<file path="config.mk">
export PLATFORM = sky130hd
export DESIGN_NAME = gicm_top
export DESIGN_NICKNAME = d
export VERILOG_FILES = /design/src/hdl/gicm_pkg.sv /design/src/hdl/gicm_top.sv
export SDC_FILE = /design/constraint.sdc
export NUM_CORES = 1
export LEC_CHECK = 0
export ABC_CLOCK_PERIOD_IN_PS = 2900
export BUFFER_PORTS_ARGS = -buffer_cell sky130_fd_sc_hd__buf_2
export CORE_UTILIZATION = 25
export DETAILED_ROUTE_END_ITERATION = 8
export GPL_TIMING_DRIVEN = 0
export SYNTH_ARGS = -nofsm -noshare
export SYNTH_HDL_FRONTEND = slang
export SYNTH_SLANG_ARGS = --single-unit
</file>
<file path="constraint.sdc">
create_clock -name clk_sys_in -period 2.9 [get_ports clk_sys_in]
set_input_delay 0.29 -clock clk_sys_in [delete_from_list [all_inputs] [get_ports clk_sys_in]]
set_output_delay 0.29 -clock clk_sys_in [all_outputs]
set_load 0.05 [all_outputs]
</file>
<file path="src/hdl/gicm_pkg.sv">
// Package for the genset input command mode block: operating modes,
// carrier structs and timing constants.
// Assumes a 10 MHz controller clock and inputs already debounced.
package gicm_pkg;

  // ----------------------------------------------------------------
  // Operating modes
  // ----------------------------------------------------------------
  typedef enum logic [2:0] {
    GICM_MODE_OFF,
    GICM_MODE_MANUAL,
    GICM_MODE_AUTO,
    GICM_MODE_TEST,
    GICM_MODE_REMOTE_START
  } gicm_mode_t;

  // ----------------------------------------------------------------
  // Timing
  // ----------------------------------------------------------------
  localparam int CLK_HZ = 10_000_000;
  localparam int TICK_MS = 1;
  localparam int TICK_CYCLES = CLK_HZ / 1000 * TICK_MS;
  localparam int DUR_W = 16;
  localparam int DELAY_W = 16;

  // Reset values
  localparam gicm_mode_t RESET_MODE = GICM_MODE_OFF;

  // ----------------------------------------------------------------
  // Carriers
  // ----------------------------------------------------------------
  // Edge-sensitive inputs, debounced levels
  typedef struct packed {
    logic alarm_confirm_input;
    logic unloaded_test_pulse_input;
    logic loaded_test_pulse_input;
    logic [3:0] config_select_input;
    logic manual_shed_input;
    logic manual_reconnect_input;
  } gicm_edge_in_t;

  // Level-sensitive inputs
  typedef struct packed {
    logic test_mode_request_input;
    logic remote_start_request_input;
    logic full_override_input;
    logic import_export_select_input;
    logic transfer_to_generators_input;
    logic immediate_supply_input;
    logic remote_off_input;
    logic remote_manual_input;
    logic remote_unattended_input;
  } gicm_level_in_t;

  // Which remote mode inputs are configured
  typedef struct packed {
    logic remote_manual_cfg;
    logic remote_unattended_cfg;
  } gicm_cfg_t;

  // One-cycle event outputs
  typedef struct packed {
    logic alarm_ack;
    logic [3:0] config_copy;
    logic shed_one;
    logic reconnect_one;
  } gicm_event_t;

  // Steady commands
  typedef struct packed {
    logic protections_to_warnings;
    logic import_export_mode;
    logic transfer_load;
    logic open_mains_breaker;
    logic immediate_switch;
  } gicm_cmd_t;

endpackage

</file>
<file path="src/hdl/gicm_top.sv">
// Genset input command mode logic: turns debounced digital input
// functions into events, commands and an operating mode.
// Assumes inputs synchronous to clk_sys_in, already debounced.
// Operation
// (RULE1) Confirm edge acknowledges alarms, silences horn
// (RULE2) Unloaded pulse in auto starts unloaded test
// (RULE3) Loaded pulse in auto starts loaded test
// (RULE4) Pulse test runs set duration; zero disables
// (RULE5) Second pulse during its test stops it
// (RULE6) Test request level: auto to test, back
// (RULE7) Level test load follows supply enable setting
// (RULE8) Remote start level, delayed, auto to remote
// (RULE9) Override input downgrades protections to warnings
// (RULE10) Import/export input forces that parallel mode
// (RULE11) Transfer input moves load, opens mains breaker
// (RULE12) Config select edge n copies set n
// (RULE13) Immediate supply switches at first generator breaker
// (RULE14) Shed edge disconnects one more load
// (RULE15) Reconnect edge reconnects one load
// (RULE16) Remote off forces off, blocks panel
// (RULE17) Off release restores mode if no others
// (RULE18) Remote manual forces manual, blocks panel
// (RULE19) Remote auto forces auto, blocks panel
// (RULE20) One event per rising edge only
// (RULE21) Off beats manual beats auto
`timescale 1ns/100ps
`default_nettype none

module gicm_top #(
  parameter int DUR_W = gicm_pkg::DUR_W,
  parameter int DELAY_W = gicm_pkg::DELAY_W,
  parameter int TICK_CYCLES = gicm_pkg::TICK_CYCLES
) (
  input wire logic clk_sys_in,
  input wire logic rst_n_in,
  input wire gicm_pkg::gicm_edge_in_t edge_in,
  input wire gicm_pkg::gicm_level_in_t level_in,
  input wire gicm_pkg::gicm_cfg_t cfg_in,
  input wire logic [DUR_W-1:0] test_duration_in,
  input wire logic [DELAY_W-1:0] remote_start_delay_in,
  input wire logic test_supply_enable_in,
  input wire logic auto_intervention_in,
  input wire logic first_generator_breaker_closed_in,
  input wire logic multi_genset_in,
  input wire logic loads_connected_in,
  input wire logic loads_shed_in,
  input wire logic panel_mode_req_in,
  input wire gicm_pkg::gicm_mode_t panel_mode_in,
  output gicm_pkg::gicm_mode_t mode_out,
  output logic test_active_out,
  output logic test_loaded_out,
  output logic panel_locked_out,
  output gicm_pkg::gicm_event_t event_out,
  output gicm_pkg::gicm_cmd_t cmd_out
);

  // ----------------------------------------------------------------
  // Edge detection
  // ----------------------------------------------------------------
  gicm_pkg::gicm_edge_in_t edge_prev;
  gicm_pkg::gicm_edge_in_t rise;

  // Previous level starts high-safe at zero; an input already held at
  // release counts as one edge, as it would in firmware at power-up.
  always_ff @(posedge clk_sys_in) begin
    if (!rst_n_in) begin
      edge_prev <= '0;
    end else begin
      edge_prev <= edge_in;
    end
  end

  assign rise = edge_in & ~edge_prev; // [RULE20]

  // ----------------------------------------------------------------
  // Millisecond tick shared by test and delay timers
  // ----------------------------------------------------------------
  logic [23:0] tick_cnt;
  logic tick;

  assign tick = (tick_cnt == 24'(TICK_CYCLES - 1));

  always_ff @(posedge clk_sys_in) begin
    if (!rst_n_in || tick) begin
      tick_cnt <= 24'h000000;
    end else begin
      tick_cnt <= tick_cnt + 24'h000001;
    end
  end

  // ----------------------------------------------------------------
  // Remote mode priority
  // ----------------------------------------------------------------
  logic force_off;
  logic force_manual;
  logic force_auto;

  assign force_off = level_in.remote_off_input; // [RULE21]
  assign force_manual = !force_off && level_in.remote_manual_input; // [RULE21]
  assign force_auto = !force_off && !force_manual && level_in.remote_unattended_input; // [RULE21]
  assign panel_locked_out = force_off || force_manual || force_auto; // [RULE16] [RULE18] [RULE19]

  // ----------------------------------------------------------------
  // Remote start delay
  // ----------------------------------------------------------------
  logic [DELAY_W-1:0] rs_cnt;
  logic rs_ready;

  // Counts whole ticks while the request is held; drop restarts it
  always_ff @(posedge clk_sys_in) begin
    if (!rst_n_in || !level_in.remote_start_request_input) begin
      rs_cnt <= '0;
    end else if (tick && rs_cnt != remote_start_delay_in) begin
      rs_cnt <= rs_cnt + DELAY_W'(1);
    end
  end

  assign rs_ready = level_in.remote_start_request_input && (rs_cnt == remote_start_delay_in); // [RULE8]

  // ----------------------------------------------------------------
  // Pulse test timer
  // ----------------------------------------------------------------
  logic pulse_test;
  logic pulse_loaded;
  logic [DUR_W-1:0] test_left;
  logic start_unloaded;
  logic start_loaded;
  logic stop_pulse;

  assign start_unloaded = rise.unloaded_test_pulse_input && mode_out == gicm_pkg::GICM_MODE_AUTO
                          && test_duration_in != '0; // [RULE2] [RULE4]
  assign start_loaded = rise.loaded_test_pulse_input && mode_out == gicm_pkg::GICM_MODE_AUTO
                        && test_duration_in != '0; // [RULE3] [RULE4]
  // Of the two pulse inputs, only the one that started the test may stop it
  assign stop_pulse = pulse_test && ((pulse_loaded && rise.loaded_test_pulse_input)
                      || (!pulse_loaded && rise.unloaded_test_pulse_input)); // [RULE5]

  always_ff @(posedge clk_sys_in) begin
    if (!rst_n_in) begin
      pulse_test <= 1'b0;
      pulse_loaded <= 1'b0;
      test_left <= '0;
    end else if (stop_pulse || (pulse_test && mode_out != gicm_pkg::GICM_MODE_TEST)) begin
      pulse_test <= 1'b0; // [RULE5]
    end else if (!pulse_test && (start_unloaded || start_loaded)) begin
      pulse_test <= 1'b1;
      pulse_loaded <= start_loaded; // [RULE2] [RULE3]
      test_left <= test_duration_in; // [RULE4]
    end else if (pulse_test && tick) begin
      if (test_left <= DUR_W'(1)) begin
        pulse_test <= 1'b0; // [RULE4]
      end
      test_left <= test_left - DUR_W'(1);
    end
  end

  // ----------------------------------------------------------------
  // Operating mode
  // ----------------------------------------------------------------
  gicm_pkg::gicm_mode_t saved_mode;
  gicm_pkg::gicm_mode_t next_mode;
  logic off_prev;
  logic level_test;

  always_comb begin
    next_mode = mode_out;
    case (mode_out)
      gicm_pkg::GICM_MODE_AUTO: begin
        if (level_in.test_mode_request_input && !auto_intervention_in) begin
          next_mode = gicm_pkg::GICM_MODE_TEST; // [RULE6]
        end else if (rs_ready) begin
          next_mode = gicm_pkg::GICM_MODE_REMOTE_START; // [RULE8]
        end else if (start_unloaded || start_loaded) begin
          next_mode = gicm_pkg::GICM_MODE_TEST;
        end
      end
      gicm_pkg::GICM_MODE_TEST: begin
        if (level_test && !level_in.test_mode_request_input) begin
          next_mode = gicm_pkg::GICM_MODE_AUTO; // [RULE6]
        end else if (!level_test && !pulse_test) begin
          next_mode = gicm_pkg::GICM_MODE_AUTO;
        end
      end
      gicm_pkg::GICM_MODE_REMOTE_START: begin
        if (!level_in.remote_start_request_input) begin
          next_mode = gicm_pkg::GICM_MODE_AUTO; // [RULE8]
        end
      end
      default: begin
        next_mode = mode_out; // Off and manual ignore test and remote start
      end
    endcase
    // Panel requests only when no remote input holds the mode
    if (panel_mode_req_in && !panel_locked_out) begin
      next_mode = panel_mode_in;
    end
    // Restore once remote off drops with no other remote inputs fitted
    if (off_prev && !force_off && !cfg_in.remote_manual_cfg && !cfg_in.remote_unattended_cfg) begin
      next_mode = saved_mode; // [RULE17]
    end
    if (force_off) begin
      next_mode = gicm_pkg::GICM_MODE_OFF; // [RULE16]
    end else if (force_manual) begin
      next_mode = gicm_pkg::GICM_MODE_MANUAL; // [RULE18]
    end else if (force_auto && mode_out != gicm_pkg::GICM_MODE_TEST
                 && mode_out != gicm_pkg::GICM_MODE_REMOTE_START) begin
      next_mode = gicm_pkg::GICM_MODE_AUTO; // [RULE19]
    end
  end

  always_ff @(posedge clk_sys_in) begin
    if (!rst_n_in) begin
      mode_out <= gicm_pkg::RESET_MODE;
    end else begin
      mode_out <= next_mode;
    end
  end

  // Mode held before remote off, for the restore on release
  always_ff @(posedge clk_sys_in) begin
    if (!rst_n_in) begin
      off_prev <= 1'b0;
      saved_mode <= gicm_pkg::RESET_MODE;
    end else begin
      off_prev <= force_off;
      if (force_off && !off_prev) begin
        saved_mode <= mode_out; // [RULE17]
      end
    end
  end

  // Tracks whether the test came from the level request
  always_ff @(posedge clk_sys_in) begin
    if (!rst_n_in) begin
      level_test <= 1'b0;
    end else if (mode_out == gicm_pkg::GICM_MODE_AUTO && next_mode == gicm_pkg::GICM_MODE_TEST) begin
      level_test <= level_in.test_mode_request_input && !auto_intervention_in; // [RULE6]
    end else if (next_mode != gicm_pkg::GICM_MODE_TEST) begin
      level_test <= 1'b0;
    end
  end

  // ----------------------------------------------------------------
  // Test status
  // ----------------------------------------------------------------
  always_ff @(posedge clk_sys_in) begin
    if (!rst_n_in) begin
      test_active_out <= 1'b0;
      test_loaded_out <= 1'b0;
    end else begin
      test_active_out <= (next_mode == gicm_pkg::GICM_MODE_TEST);
      if (level_test) begin
        test_loaded_out <= test_supply_enable_in; // [RULE7]
      end else begin
        test_loaded_out <= pulse_loaded && pulse_test; // [RULE2] [RULE3]
      end
    end
  end

  // ----------------------------------------------------------------
  // Events and commands
  // ----------------------------------------------------------------
  always_ff @(posedge clk_sys_in) begin
    if (!rst_n_in) begin
      event_out <= '0;
    end else begin
      event_out.alarm_ack <= rise.alarm_confirm_input; // [RULE1]
      event_out.config_copy <= rise.config_select_input; // [RULE12]
      event_out.shed_one <= rise.manual_shed_input && loads_connected_in; // [RULE14]
      event_out.reconnect_one <= rise.manual_reconnect_input && loads_shed_in; // [RULE15]
    end
  end

  always_ff @(posedge clk_sys_in) begin
    if (!rst_n_in) begin
      cmd_out <= '0;
    end else begin
      cmd_out.protections_to_warnings <= level_in.full_override_input; // [RULE9]
      cmd_out.import_export_mode <= level_in.import_export_select_input; // [RULE10]
      cmd_out.transfer_load <= level_in.transfer_to_generators_input; // [RULE11]
      // Mains opens only once the gensets hold the load
      cmd_out.open_mains_breaker <= level_in.transfer_to_generators_input
                                    && first_generator_breaker_closed_in; // [RULE11]
      cmd_out.immediate_switch <= level_in.immediate_supply_input && multi_genset_in
                                  && first_generator_breaker_closed_in; // [RULE13]
    end
  end

endmodule

`default_nettype wire

</file>
# --- Word level (Yosys, flattened, before mapping) ---
# Index checks and enable logic that the tools add are counted.
totals:
  n_memories: 0
  romBits: 0
  inputBits: 64
  output_inout_bits: 18
  word_cells: 124
  regBits: 89
  latchBits: 0
  ramBits: 0
op_classes:
  multipliers: 0
  n_lt_le_gt_ge: 1
  n_bitwise: 4
  mux: 20
  n_shift: 0
  eq_ne: 10
  n_addsub: 3
  div: 0
  n_reduce_logical: 60
op_table:
  columns: ["operator", "count"]
  rows:
  - ["two-way mux 3 bit", 11]
  - ["logical AND 1 bit", 32]
  - ["two-way mux 16 bit", 2]
  - ["adder 24 x 1 -> 24 bit (second input constant)", 1]
  - ["equality test 24 x 14 -> 1 bit (second input constant)", 1]
  - ["adder 16 x 1 -> 16 bit (second input constant)", 1]
  - ["equality test 16 bit", 1]
  - ["<= comparator 16 x 1 -> 1 bit (second input constant)", 1]
  - ["inequality test 16 bit", 1]
  - ["nonzero test 16 bit", 1]
  - ["subtractor 16 x 1 -> 16 bit (second input constant)", 1]
  - ["logical NOT 1 bit", 13]
  - ["bitwise AND 9 bit", 1]
  - ["equality test 3 x 2 -> 1 bit (second input constant)", 3]
  - ["NOT 9 bit", 1]
  - ["one-hot mux 3 bit (3 select lines)", 1]
  - ["logical OR 1 bit", 7]
  - ["two-way mux 1 bit", 6]
  - ["inequality test 3 x 2 -> 1 bit (second input constant)", 2]
  - ["AND reduction 2 bit", 3]
  - ["nonzero test 2 bit", 3]
  - ["equality test 3 bit (second input constant)", 1]
  - ["inequality test 3 bit (second input constant)", 1]
  - ["NOT 1 bit", 2]
  - ["OR reduction 2 bit", 1]

# --- Longest topological paths before layout ---
depth:
  ltp_word: 17
  depth_mapped: 8
  mapped_depth_nobuf: 7

# --- Least setup slack after synthesis ---
# Ideal clock, no wire load.
synth_timing:
  path_type: "reg-to-reg"
  from: "register mode_out[0]"
  to: "register test_left[13]"
  path_slack_ns: 0.742
  path_buffers: 1
  stages_incl_launch_ff: 8
  t_arrival_ns: 2.083
  setup_time_ns: 0.075
  cell_sequence: "dfxtp_1 buf_2 and3b_1 o2111ai_1 nor3_2 nand3_2 or4_1 a31oi_1"
synth_between:
  elab_chain_len: 7
  elab_cells_between_ends: 14
  cone_classes: "eq/ne: 2; mux: 1; bitwise: 1; reduce/logical: 10"
synth_lines:
  columns: ["element", "line", "source"]
  rows:
  - ["start: declaration", "gicm_top.sv:49", "output gicm_pkg::gicm_mode_t mode_out,"]
  - ["start signal: assignment", "gicm_top.sv:213", "mode_out <= gicm_pkg::RESET_MODE;"]
  - ["start signal: assignment", "gicm_top.sv:215", "mode_out <= next_mode;"]
  - ["equality test 3 x 2 -> 1 bit", "gicm_top.sv:130, gicm_top.sv:132", null]
  - ["logical AND 1 bit, on equally long branches", "gicm_top.sv:130, gicm_top.sv:132", null]
  - ["logical AND 1 bit, on equally long branches", "gicm_top.sv:131, gicm_top.sv:133", null]
  - ["logical OR 1 bit", "gicm_top.sv:145", "end else if (!pulse_test && (start_unloaded || start_loaded)) begin"]
  - ["logical AND 1 bit", "gicm_top.sv:145", null]
  - ["nonzero test 2 bit (no line)", null, null]
  - ["AND reduction 2 bit (no line)", null, null]
  - ["end signal: assignment", "gicm_top.sv:148", "test_left <= test_duration_in;"]
  - ["end signal: assignment", "gicm_top.sv:153", "test_left <= test_left - DUR_W'(1);"]
  - ["end: declaration", "gicm_top.sv:125", "logic [DUR_W-1:0] test_left;"]
# Several ways; a longest one is shown, not always the timed one.
# A chain may end at the register's enable or synchronous reset.

# --- Final worst setup path ---
layout_timing:
  from: "register tick_cnt[0]"
  to: "register rs_cnt[11]"
layout_between:
  elab_chain_len: 2
layout_lines:
  columns: ["element", "line", "source"]
  rows:
  - ["start: declaration", "gicm_top.sv:78", "logic [23:0] tick_cnt;"]
  - ["start signal: assignment", "gicm_top.sv:87", "tick_cnt <= tick_cnt + 24'h000001;"]
  - ["equality test 24 x 14 -> 1 bit", "gicm_top.sv:81", "assign tick = (tick_cnt == 24'(TICK_CYCLES - 1));"]
  - ["logical AND 1 bit", "gicm_top.sv:113", "end else if (tick && rs_cnt != remote_start_delay_in) begin"]
  - ["end signal: assignment", "gicm_top.sv:114", "rs_cnt <= rs_cnt + DELAY_W'(1);"]
  - ["end: declaration", "gicm_top.sv:106", "logic [DELAY_W-1:0] rs_cnt;"]
# Every way passes these cells.

==> metrics <==
Starting Density 0.258; post-layout worst setup margin around 0.35 ns; Post-Synthesis Cells about 470; die width about 130 um; crit start category flip-flop; vias in the first global route between 3,000 and 4,000; GRT Util Overall 0.131; max-cap violations 0; first-pass GRT wire length between 15,000 and 20,000 um; CTS tree built; Seq/Total Area, Yosys 0.432; CTS Buf Count 9; Final Hold Vio Count 0; multi-input logic area around 0.0022 mm2; Buffers on Ports between 80 and 90; average vias per placed instance 4.68; Avg WL per Cell between 10 and 15 um; mapped cell area between 0.004 and 0.005 mm2; routability cong. just over 0.8; Sequential cell area approximately 0.0018 mm2; fmax 393 MHz; Remaining DRCs 0; gr ovfl total 0; Fin Hold WS around 0.15 ns; num rows 46; Placed Cells between 700 and 800; # setup viols final 0; library cells used by synthesis between 50 and 60; antenna-violating nets left 0; clock root cell clkbuf_16; Synth top cells by count 89 x dfxtp_1, 49 x nor2_1, 31 x nand2_1, 30 x xor2_1, 27 x a21oi_1; Final Net Count roughly 630; H-tree levels 3; fill count 1,734; drt pass-1 iters 4; largest area contributor in the netlist dfxtp_1; DP Worst Slack between 0.3 and 0.4 ns; Worst IR Drop VDD 0.000303 V; top cell type's share of synthesized area 0.432; crit path kind reg -> reg; Slew Viols, Final 0; Core Box Area between 0.015 and 0.02 mm2; post-CTS sizing 0; Post-CTS Setup Inserts 0; Slew headroom 0.497; Worst-Skew Late Latency roughly 0.35 ns; synth top area cells dfxtp_1 43%, xor2_1 6.4%, nor2_1 4.5%; Syn-to-layout area delta 23.8%; Yosys warning total 0; total number of vias about 3,700; Comb power frac 0.077; worst path cell trace ha_1 > and3_1 > nand4bb_1 > nor2_1 > nand4_1 > clkbuf_1 > or3_1 > a21oi_1; flop-to-flop setup slack approximately 0.35 ns; PD cells 530 mW/mm2; Sum Neg Setup Slack 0 ns; outcome completed; Max FO, Critical Path 10; most common cell in the netlist dfxtp_1; flops & latches, synth ~90; I/O pin count 82; largest net degree at the start of global routing 15; syn_nets around 540; Synth async-reset ratio 0; Clock Sinks 89; Leakage Power between 1.5 and 2 nW; DRT iter0 DRCs roughly 220; RSZ-0062 raised after global routing false; DRT Wirelength around 10,000 um; clk buf depth 2; clock group share of total power 0.457; sequential share of power 0.466; die area around 0.017 mm2; Hold Path Class in -> reg; Main synth FF type dfxtp_1; initial antenna violation count 0; Tmin final approximately 2.5 ns; Slowest cell on crit path dfxtp_1; EDFF count, synth 0; hold_buf cts 0; worst clock skew 0.00799 ns; fin cells around 780; Ant. Diodes 0; worst-margin pin slew between 0.7 and 0.8 ns; switching share of power 0.233; Die Y roughly 130 um; layout cells sized above 1 0.194; Synth Area per Inst between 8 and 9 um2; Critical Path RT 3.18 ns; CTS clock-pin slew for the worst setup and hold paths about 0.07 ns; switching power approximately 0.63 mW; Critical Path End Type flip-flop; family with the most delay on the worst path simple AND/OR/NAND/NOR gates; Final Util 0.319; Buf/Inv on CP 1; Crit path largest cell delay ~0.37 ns; DP HPWL ~7700 um; Cell Int Power between 2 and 2.5 mW; WP data arrival 2.82 ns; period utilization 0.878
==> routing by layer <==
metal	vias up	wire, um	GRT usage	share of wire
li1	1874	-	-	-
met1	1710	5060	0.174	0.49
met2	78	4510	0.200	0.44
met3	9	540	0.0415	0.053
met4	0	154	0.0446	0.015
met5	-	0	0	0
==> cell type report <==
class | count | share of cell area
buffer | 16 | 0.0127
clock buffer | 9 | 0.0441
clock inverter | 5 | 0.0159
inverter | 12 | 0.00882
multi-input combinational | 356 | 0.437
sequential | 89 | 0.349
tap | 216 | 0.0529
timing repair buffer | 81 | 0.0794
==> kinds of logic (layout without fill, tap and decap cells) <==
group           Yosys count  in the layout  share of synthesized area
simple gates            220            220                      0.301
xor+xnor                 45             45                     0.0956
fa+ha+maj                 4              4                     0.0121
mux                       3              3                    0.00728
flops                    89             89                      0.432
buf+inv                  28            123                     0.0267
compound gates           84             84                      0.126
==> state kept, by name (all words and copies together), names as in the netlist <==
register and flops:
cmd_out 5, edge_prev 9, event_out 7, level_test 1
mode_out 3, off_prev 1, pulse_loaded 1, pulse_test 1
rs_cnt 16, saved_mode 3, test_active_out 1, test_left 16
test_loaded_out 1, tick_cnt 24
==> stage by stage <==
stage	power [mW]	instance area, um2
floorplan	1.41	4120
global placement	1.50	4800
detailed placement	1.50	4800
CTS	2.76	5110
global route	2.83	5110
finish	2.71	5110
==> final timing paths <==
path,start,to,cells past startpoint
worst max-delay path,tick_cnt[0],rs_cnt[11],8
worst min-delay path,level_in[5],cmd_out[3],2
worst max register to register,tick_cnt[0],rs_cnt[11],8
worst min register to register,edge_prev[3],event_out[3],1
==> power groups by stage <==
stage	combinational, mW	clock, mW	sequential (mW)
6_report	0.208	1.24	1.26
5_1_grt	0.229	1.33	1.26
4_1_cts	0.210	1.28	1.26
3_5_place_dp	0.210	0	1.29
3_3_place_gp	0.209	0	1.29
2_1_floorplan	0.0896	0	1.32
==> cells in the final DEF (no fill, tap or decap), types with 4 or more instances in the layout <==
cell type | synthesis | layout
a21oi_1 | 27 | 27
a31oi_1 | 8 | 8
and2_1 | 16 | 16
and3_1 | 12 | 12
and3b_1 | 4 | 4
buf_2 | 4 | 85
clkbuf_1 | 11 | 11
clkbuf_16 | 0 | 9
dfxtp_1 | 89 | 89
ha_1 | 4 | 4
inv_1 | 11 | 11
nand2_1 | 31 | 31
nand2b_1 | 5 | 5
nand3_1 | 21 | 21
nand3b_1 | 6 | 6
nand4_1 | 12 | 12
nor2_1 | 49 | 49
nor2b_1 | 7 | 7
nor3_1 | 4 | 4
nor4_1 | 14 | 14
o211ai_1 | 8 | 8
o21ai_0 | 21 | 21
or3_1 | 17 | 17
or4_1 | 5 | 5
xnor2_1 | 15 | 15
xor2_1 | 30 | 30
No activity file was read; power rests on OpenSTA's default activity.
